File: config.mk
export PLATFORM = sky130hd
export DESIGN_NAME = dbs_stack
export DESIGN_NICKNAME = d
export VERILOG_FILES = /design/src/design/dbs_pkg.sv /design/src/design/dbs_stack.sv /design/src/design/dbs_decode.sv
export SDC_FILE = /design/constraint.sdc
export NUM_CORES = 1
export LEC_CHECK = 0
export ABC_AREA = 1
export BUFFER_PORTS_ARGS = -buffer_cell sky130_fd_sc_hd__buf_2
export CAP_MARGIN = 15
export CORE_MARGIN = 2
export CORE_UTILIZATION = 45
export CTS_BUF_LIST = sky130_fd_sc_hd__clkbuf_8 sky130_fd_sc_hd__clkbuf_16
export CTS_CLUSTER_SIZE = 30
export DETAILED_ROUTE_END_ITERATION = 8
export PLACE_DENSITY = 0.76
export REMOVE_ABC_BUFFERS = 1
export SLEW_MARGIN = 20
export SYNTH_ARGS = -nofsm -noshare
export SYNTH_HDL_FRONTEND = slang
export SYNTH_HIERARCHICAL = 1
export SYNTH_SLANG_ARGS = --single-unit
File: constraint.sdc
create_clock -name ref_clk -period 1.85 [get_ports ref_clk]
set_input_delay 0.185 -clock ref_clk [delete_from_list [all_inputs] [get_ports ref_clk]]
set_output_delay 0.185 -clock ref_clk [all_outputs]
set_load 0.02 [all_outputs]
File: src/design/dbs_pkg.sv
`default_nettype none
package dbs_pkg;
	localparam int unsigned PADDR_W = 7;
	localparam int unsigned WORD_W = 16;
	localparam int unsigned STACK_DEPTH = 4;
	localparam int unsigned LEVEL_W = 4;
	localparam logic [PADDR_W-1:0] STACK_PORT_ADDR = 7'h41;
	// level pointer sits in the register file space, not the peripheral space
	localparam logic [6:0] LEVEL_RF_ADDR = 7'h04;
	localparam logic [1:0] LEVEL_RST = 2'h0;
	localparam logic [WORD_W-1:0] UNDEF_READ = 16'h0000;

	typedef enum logic [1:0] {
		DBS_UNUSED = 2'h0,
		DBS_RO     = 2'h1,
		DBS_RW     = 2'h3,
		DBS_WO     = 2'h2
	} dbs_access_type;

	typedef struct packed {
		logic [PADDR_W-1:0] addr;
		logic               put;
		logic               get;
		logic [WORD_W-1:0]  wdata;
	} dbs_req_type;

	typedef struct packed {
		logic              valid;
		logic [WORD_W-1:0] rdata;
	} dbs_rsp_type;
endpackage
`default_nettype wire

File: src/design/dbs_stack.sv
`timescale 1ns/1ps
`default_nettype none
module dbs_stack
#(
	parameter int unsigned DEPTH = dbs_pkg::STACK_DEPTH
)
(
	// clock and reset
	input  wire logic                        ref_clk,
	input  wire logic                        nrst,
	// peripheral transfer from the core
	input  wire dbs_pkg::dbs_req_type        req,
	// answer to a get
	output dbs_pkg::dbs_rsp_type             rsp_q,
	// level pointer as seen in the register file
	output logic [dbs_pkg::LEVEL_W-1:0]      level_q
);
	import dbs_pkg::*;

	localparam int unsigned PTR_W = $clog2(DEPTH);

	////////////////////////////////////////////////////////////////////////
	// elaboration checks
	// the pointer wraps by plain overflow, so the depth must be a power of two;
	// it is read through the level field, so it may not be wider than that field
	if (DEPTH < 2 || DEPTH > 16)
	begin : g_bad_depth_range
		$error("dbs_stack: DEPTH must lie between 2 and 16");
	end

	if ((1 << PTR_W) != DEPTH)
	begin : g_bad_depth_pow2
		$error("dbs_stack: DEPTH must be a power of two");
	end

	if (PTR_W > LEVEL_W)
	begin : g_bad_level_w
		$error("dbs_stack: pointer does not fit the level field");
	end

	////////////////////////////////////////////////////////////////////////
	// shared decoding

	// one-hot select of the slot that a pointer value names
	function automatic logic [DEPTH-1:0] slot_sel(input logic [PTR_W-1:0] p);
		logic [DEPTH-1:0] s;
		s = '0;
		s[p] = 1'h1;
		return s;
	endfunction

	// an address class that takes a put
	function automatic logic writable(input dbs_access_type a);
		return (a == DBS_RW) || (a == DBS_WO);
	endfunction

	// an address class that gives data to a get
	function automatic logic readable(input dbs_access_type a);
		return (a == DBS_RW) || (a == DBS_RO);
	endfunction

	////////////////////////////////////////////////////////////////////////
	// transfer decode
	dbs_access_type       access;
	logic                 is_stack;
	logic                 do_put;
	logic                 do_get;

	// pointer
	logic [PTR_W-1:0]     ptr_q;
	logic [PTR_W-1:0]     ptr_d;
	logic [PTR_W-1:0]     push_idx;
	logic [PTR_W-1:0]     pop_idx;

	// storage and its read path
	logic [WORD_W-1:0]    store_q [DEPTH];
	logic [DEPTH-1:0]     slot_wr;
	logic [DEPTH-1:0]     slot_rd;
	logic [WORD_W-1:0]    slot_term [DEPTH];
	logic [WORD_W-1:0]    pop_word;

	// answer
	logic                 rsp_valid_d;
	logic [WORD_W-1:0]    rsp_rdata_d;

	dbs_decode u_decode
	(
		.addr     (req.addr),
		.access   (access),
		.is_stack (is_stack)
	);

	// writes land only on writable addresses; anything else is dropped whole
	assign do_put = req.put && is_stack && writable(access);
	assign do_get = req.get && is_stack && readable(access);

	////////////////////////////////////////////////////////////////////////
	// level pointer
	// a put fills the slot under the pointer; a get pairs with the latest put,
	// one slot below, and from level zero wraps to the top with no flag
	assign push_idx = ptr_q;
	assign pop_idx  = ptr_q - PTR_W'(1);

	// put wins over a get in the same cycle; the get is still answered
	always_comb
	begin
		ptr_d = ptr_q;
		if (do_put)
			ptr_d = ptr_q + PTR_W'(1);
		else if (do_get)
			ptr_d = pop_idx;
	end

	// the stack does not count held levels: a fifth put silently replaces the
	// oldest word and a get past the bottom returns the wrapped slot, so the
	// software keeps its puts and gets paired
	// no write path exists, so software writes cannot reach the pointer
	always_ff @(posedge ref_clk or negedge nrst)
	begin
		if (!nrst)
			ptr_q <= PTR_W'(LEVEL_RST);
		else
			ptr_q <= ptr_d;
	end

	// the level field is wider than the pointer; its spare upper bits read zero
	always_ff @(posedge ref_clk or negedge nrst)
	begin
		if (!nrst)
			level_q <= LEVEL_W'(LEVEL_RST);
		else
			level_q <= LEVEL_W'(ptr_d);
	end

	////////////////////////////////////////////////////////////////////////
	// storage
	// no reset: contents are undefined until first saved, which keeps it small
	assign slot_wr = do_put ? slot_sel(push_idx) : '0;
	assign slot_rd = slot_sel(pop_idx);

	genvar g;
	generate
		for (g = 0; g < DEPTH; g++)
		begin : g_slot
			// the slot under the pointer is overwritten, even if still held
			always_ff @(posedge ref_clk)
			begin
				if (slot_wr[g])
					store_q[g] <= req.wdata;
			end

			// and-or read: an unselected slot adds nothing, so an unwritten
			// slot cannot spoil the word of another
			assign slot_term[g] = slot_rd[g] ? store_q[g] : '0;
		end
	endgenerate

	always_comb
	begin
		pop_word = '0;
		for (int i = 0; i < DEPTH; i++)
			pop_word = pop_word | slot_term[i];
	end

	////////////////////////////////////////////////////////////////////////
	// answer to a get
	// every get is answered one cycle later, wherever it points; only the stack
	// port has data behind it, every other address gives a fixed filler
	always_comb
	begin
		rsp_valid_d = req.get;
		rsp_rdata_d = UNDEF_READ;
		if (do_get)
			rsp_rdata_d = pop_word;
	end

	// data stands until the next get, so the core may take it late
	always_ff @(posedge ref_clk or negedge nrst)
	begin
		if (!nrst)
		begin
			rsp_q.valid <= 1'h0;
			rsp_q.rdata <= '0;
		end
		else
		begin
			rsp_q.valid <= rsp_valid_d;
			if (rsp_valid_d)
				rsp_q.rdata <= rsp_rdata_d;
		end
	end
endmodule // dbs_stack
`default_nettype wire

File: src/design/dbs_decode.sv
`timescale 1ns/1ps
`default_nettype none
module dbs_decode
(
	// address in
	input  wire logic [dbs_pkg::PADDR_W-1:0] addr,
	// class out
	output dbs_pkg::dbs_access_type          access,
	output logic                             is_stack
);
	import dbs_pkg::*;

	function automatic dbs_access_type classify(input logic [PADDR_W-1:0] a);
		// only the save stack port is served here; other peripherals decode elsewhere
		if (a == STACK_PORT_ADDR)
			return DBS_RW;
		else
			return DBS_UNUSED;
	endfunction

	assign access = classify(addr);
	assign is_stack = (addr == STACK_PORT_ADDR);
endmodule // dbs_decode
`default_nettype wire

==> results of run 1 <==
-- power groups by stage --
stage / clock (mW) / sequential, mW / combinational, mW
after global routing: 1.16 / 2.01 / 0.0935
after floorplan: 0 / 2.05 / 0.0141
after detailed placement: 0 / 2.05 / 0.0809
after CTS: 1.10 / 2.01 / 0.0843
final: 1.08 / 2.01 / 0.0818
after global placement: 0 / 2.05 / 0.0793
-- path summary, 6_finish.rpt --
path                       startpoint  slack (ns)             end
hold reg to reg              rsp_q[5]        0.47        rsp_q[5]
min in group asynchronous        nrst        0.33      level_q[0]
setup / recovery           level_q[0]        0.32  store_q[3][11]
hold / removal                req[15]        0.08  store_q[2][15]
max in group asynchronous        nrst        1.20       rsp_q[15]
setup reg to reg           level_q[0]        0.32  store_q[3][11]
-- cell families after synthesis --
logic type               Yosys count  share of synthesized area [%]
other                              1                          0.114
buffers and inverters             26                           5.67
flip-flops                        83                           73.0
AND/OR/NAND/NOR                  147                           17.3
AO/OA/AOI/OAI                     16                           2.44
adder cells (fa/ha/maj)            4                           1.52
-- per-stage QoR --
stage,area [sq um],hold slack [ns],instances
floorplan,3150,-0.111,264
global route,3760,0.0642,437
detailed placement,3580,0.177,419
finish,3760,0.0756,437
CTS,3760,0.0582,437
global placement,3580,0.176,419
-- routing by layer --
metal | global-route usage, % | vias up
met2 | 24.6 | 69
met5 | 0 | -
met4 | 7.60 | 0
met1 | 23.9 | 937
met3 | 4.71 | 9
li1 | - | 1010
-- layout make-up --
| cell class | instances | area, sq um |
|---|---|---|
| Clock inverter | 6 | 25.0 |
| Timing Repair Buffer | 58 | 328 |
| Clock buffer | 10 | 138 |
| Tap cell | 99 | 124 |
| Fill cell | 608 | 3410 |
| Inverter | 12 | 46.3 |
| Sequential cell | 83 | 2400 |
| Multi-Input combinational cell | 169 | 706 |
-- registers in the layout (all words and copies together), names as in the netlist --
name     flops
level_q      2
store_q     64
rsp_q       17
-- cell usage in the layout (no fill, tap or decap) --
cell	synthesis	layout
dlygate4sd3_1	0	2
buf_4	4	11
ha_1	4	4
nand4_1	1	1
clkinv_1	0	1
o21ai_1	16	16
nand3_2	1	1
dfrtp_1	19	19
nand3_1	6	6
clkinv_2	1	3
inv_1	11	14
conb_1	1	2
buf_2	1	45
nor2_1	7	7
clkbuf_8	0	10
edfxtp_1	64	64
nand2_1	132	132
-- repair_timing --
action,4_1_cts,5_1_grt
hold buffers,2,0
buffers inserted,0,0
endpoints found under the hold margin,20,0
endpoints found under the setup margin,0,0
-- critical path: stages, from the launching register on --
cell and delay (ns):
dfrtp_1 0.43, ha_1 0.39, inv_1 0.07, nor2_1 0.15
buf_4 0.20
==> metrics.cfg, run 1 <==
[min_path]
min_path_cells=1
min_path_type=primary input to register

[clock_network]
cts_tree=yes
cts_root_buf=clkbuf_8
cts_sinks=83
cts.path.max_buffers=2
numCtsBuffers=9
clk_pin_slew_ns=0.08
cts-resized-gates=0
cts_htree_levels=3
clock_latency_ns=0.35

[die]
design.core.area_sq_um=7180
die_h_um=89.5
rows=31
start_util_pct=45.8
fp.dieW_um=89.5
ios=48
die_area_sq_um=8000

[drt]
first_pass_iters=4
drc=0
detail-route-antenna-nets=0
drt-wirelength-per-cell_um=13.7
wl_met1_um=2830
drtIter0Drc=134
dr_wl_met3_um=374
maxUsedRoutingLayer=met4
via_per_inst=4.63
num_vias=2025
wl_um=5990
wl_met2_um=2670

[timing]
skew_ns=0.00723
slew_headroom_pct=60.5
fin_crit_ns=1.53
hold_viol_final=0
drv_slew=0
fin_setup_tns_ns=0
finalWorstSetupSlack_ns=0.321
max_freq_mhz=654
rsz0062_at_grt=no
fin_crit_sh_pct=82.6
worst_pin_slew_ns=0.593
setup_viol=0

[global_routing]
grt_max_degree=20
antenna_found_initial=0
grt_pass1_vias=1925
grt-ovfl-total=0
grt_pass1_wl_um=9490
gr-usage-all-layers_pct=17.0

[critical_path]
crit_type=register to register
worstPathRequired_ns=1.91
worstSetupStartpointType=register
crit_path_end_kind=register
arrival_ns=1.58
path_max_fanout=10
r2r_cells=4

[placement]
post-place-ws_ns=0.229
io_buffers=45
dp_hpwl_um=4130
routabilityCongestion=0.801

[power_and_ir_drop]
p_seq_share_pct=63.3
leakage_nw=1.72
ir_drop_uv=365
p_total_mw=3.17
combPwrFrac_pct=2.6
switching_share_pct=20.0
p_clk_share_pct=34.1
switchingPower_mw=0.635
cell_internal_pwr_mw=2.54
cellPowerDensity_nw_per_um2=843

[finish]
antenna_cells=0
nNetsFinal=364
drive_gt1_share_pct=20.7
syn_to_final_growth_pct=14.5
fin_util_pct=52.4

[synthesis]
yosysWarnings=6
synth-edff-count=64
yosysSeqAreaShare_pct=73.0
ys_types=16
synth_seq_cells=83
syn_area_sq_um=3290
yosysMostFrequentCell=nand2_1
synth_area_leader_cell=edfxtp_1
async_flop_share_pct=22.9
synth_common_cells=nand2_1 (132), edfxtp_1 (64), dfrtp_1 (19)
syn_area_per_cell_sq_um=11.9
netlist_instances=277
synth.top_cell.area_share_pct=58.5
synth_top_cells_by_area=edfxtp_1 (58%), nand2_1 (15%), dfrtp_1 (14%), buf_6 (2.7%), o21ai_1 (2.4%)
synth_ff_type=edfxtp_1

[run]
drv_cap=0

[run_status]
status=finished, final reports clean

(Power assumes the default switching activity.)
==> inputs of run 2 (changes only) <==
- PLACE_DENSITY: 0.76 -> 0.73
- clock period: 1.85 -> 1.6 ns (I/O delays scaled with it)
==> metrics.cfg, run 2 (synthesis gave the netlist of run 1 again) <==
[drt]
maxUsedRoutingLayer=met4
detail-route-antenna-nets=0
dr_wl_met3_um=340
first_pass_iters=4
num_vias=2046
drc=0
wl_um=5940
drtIter0Drc=138
via_per_inst=4.63
drt-wirelength-per-cell_um=13.4
wl_met1_um=2720
wl_met2_um=2850

[timing]
max_freq_mhz=685
rsz0062_at_grt=yes
hold_viol_final=0
setup_viol=0
fin_setup_tns_ns=0
drv_slew=0
fin_crit_ns=1.46
fin_crit_sh_pct=91.3
skew_ns=0.00816

[critical_path]
crit_top_cell=inv_1
worstPathRequired_ns=1.65
arrival_ns=1.51
crit_slowest_cell=dfrtp_1
rrSetupSlack_ns=0.14
cpPeakStageDelay_ns=0.43
crit_type=register to register
worstSetupStartpointType=register
crit_path_end_kind=register
path_max_fanout=7
crit_chain=inv_1 > ha_1 > inv_1 > nor2_2 > buf_4

[clock_network]
cts_root_buf=clkbuf_8
clock_latency_ns=0.34
cts_htree_levels=3
cts_sinks=83
cts.path.max_buffers=2
numCtsBuffers=9
clk_pin_slew_ns=0.08
cts_tree=yes

[global_routing]
antenna_found_initial=0
gr-usage-all-layers_pct=16.1
grt-ovfl-total=0
grt_max_degree=20
grt_pass1_vias=1949
grt_pass1_wl_um=9160

[power_and_ir_drop]
switching_share_pct=19.5
cellPowerDensity_nw_per_um2=971
combPwrFrac_pct=2.5
p_clk_share_pct=34.9
p_total_mw=3.71
switchingPower_mw=0.724
cell_internal_pwr_mw=2.98
ir_drop_uv=361
p_seq_share_pct=62.6
leakage_nw=1.75

[finish]
nNetsFinal=369
drive_gt1_share_pct=22.4
antenna_cells=0
final_common_cell=nand2_1
fin_util_pct=53.2
syn_to_final_growth_pct=16.3
reg.largest.list=store_q x64, rsp_q x17, level_q x2
top_register=store_q
nFillCells=604
final_cells=442
largest_register_ffs=64
mostFrequentLayoutCells=nand2_1 (132), edfxtp_1 (64), buf_2 (45)

[die]
die_h_um=89.5
ios=48
rows=31
die_area_sq_um=8000
start_util_pct=45.8
fp.dieW_um=89.5
design.core.area_sq_um=7180

[placement]
routabilityCongestion=0.744
dp.cells=424
dp_hpwl_um=4060
io_buffers=45

[run]
drv_cap=0

[min_path]
min_path_type=primary input to register

[run_status]
status=finished, final reports clean

-- run 2: cell count changes in the layout (fill, tap and decap cells not counted) --
cell,change
buf_4,+4
buf_6,+1
clkbuf_8,+1
clkinv_1,-1
clkinv_2,-1
clkinvlp_4,+1
nor2_1,-1
nor2_2,+1
-- run 2: metal layers --
layer,GRT usage (%),vias up
met5,0,-
met4,8.68,0
met3,3.79,4
met2,25.2,60
met1,20.8,958
li1,-,1024
-- run 2: layout make-up --
| cell class | instances | area (sq um) | share of cell area (%) |
|---|---|---|---|
| well taps | 99 | 124 | 3.24 |
| flip-flops and latches | 83 | 2400 | 62.8 |
| inverters | 12 | 46.3 | 1.21 |
| clock buffers | 11 | 151 | 3.96 |
| clock inverters | 5 | 23.8 | 0.622 |
| repair buffers | 63 | 369 | 9.66 |
| multi-input cells | 169 | 708 | 18.5 |
-- run 2: power groups by stage --
| stage | clock (mW) | sequential, mW | combinational, mW |
|---|---|---|---|
| global route | 1.41 | 2.32 | 0.105 |
| CTS | 1.32 | 2.32 | 0.0944 |
| finish | 1.29 | 2.32 | 0.0918 |
| detailed placement | 0 | 2.37 | 0.0903 |
| global placement | 0 | 2.37 | 0.0874 |
| floorplan | 0 | 2.37 | 0.0163 |
-- run 2: through the flow --
step / hold slack [ns] / instance area [sq um] / worst slack (ns)
floorplan: -0.136 / 3150 / -0.589
global placement: 0.151 / 3620 / 0.0752
global route: 0.0196 / 3820 / -0.00589
CTS: 0.00734 / 3810 / 0.133
detailed placement: 0.148 / 3620 / 0.0129
finish: 0.0275 / 3820 / 0.140
-- run 2: worst max-delay path, delay by kind of cell, from the launching register on --
family,cells,cell delay [ns]
adders and majority gates,1,0.21
buffers and inverters,3,0.37
DFF,1,0.43
and+or+nand+nor,1,0.15
-- run 2: final timing paths --
kind | start | endpoint | cells past startpoint
setup / recovery | level_q[0] | store_q[2][0] | 5
hold / removal | req[3] | store_q[0][3] | 1
setup reg to reg | level_q[0] | store_q[2][0] | 5
hold reg to reg | rsp_q[10] | rsp_q[10] | 2
max in group asynchronous | nrst | rsp_q[5] | 2
min in group asynchronous | nrst | rsp_q[11] | 2
-- run 2: what timing repair did --
action,4_1_cts,5_1_grt
buffers inserted,0,0
hold endpoints to repair,20,0
endpoints found under the setup margin,0,15
hold buffers,2,0
gates resized for setup,0,2
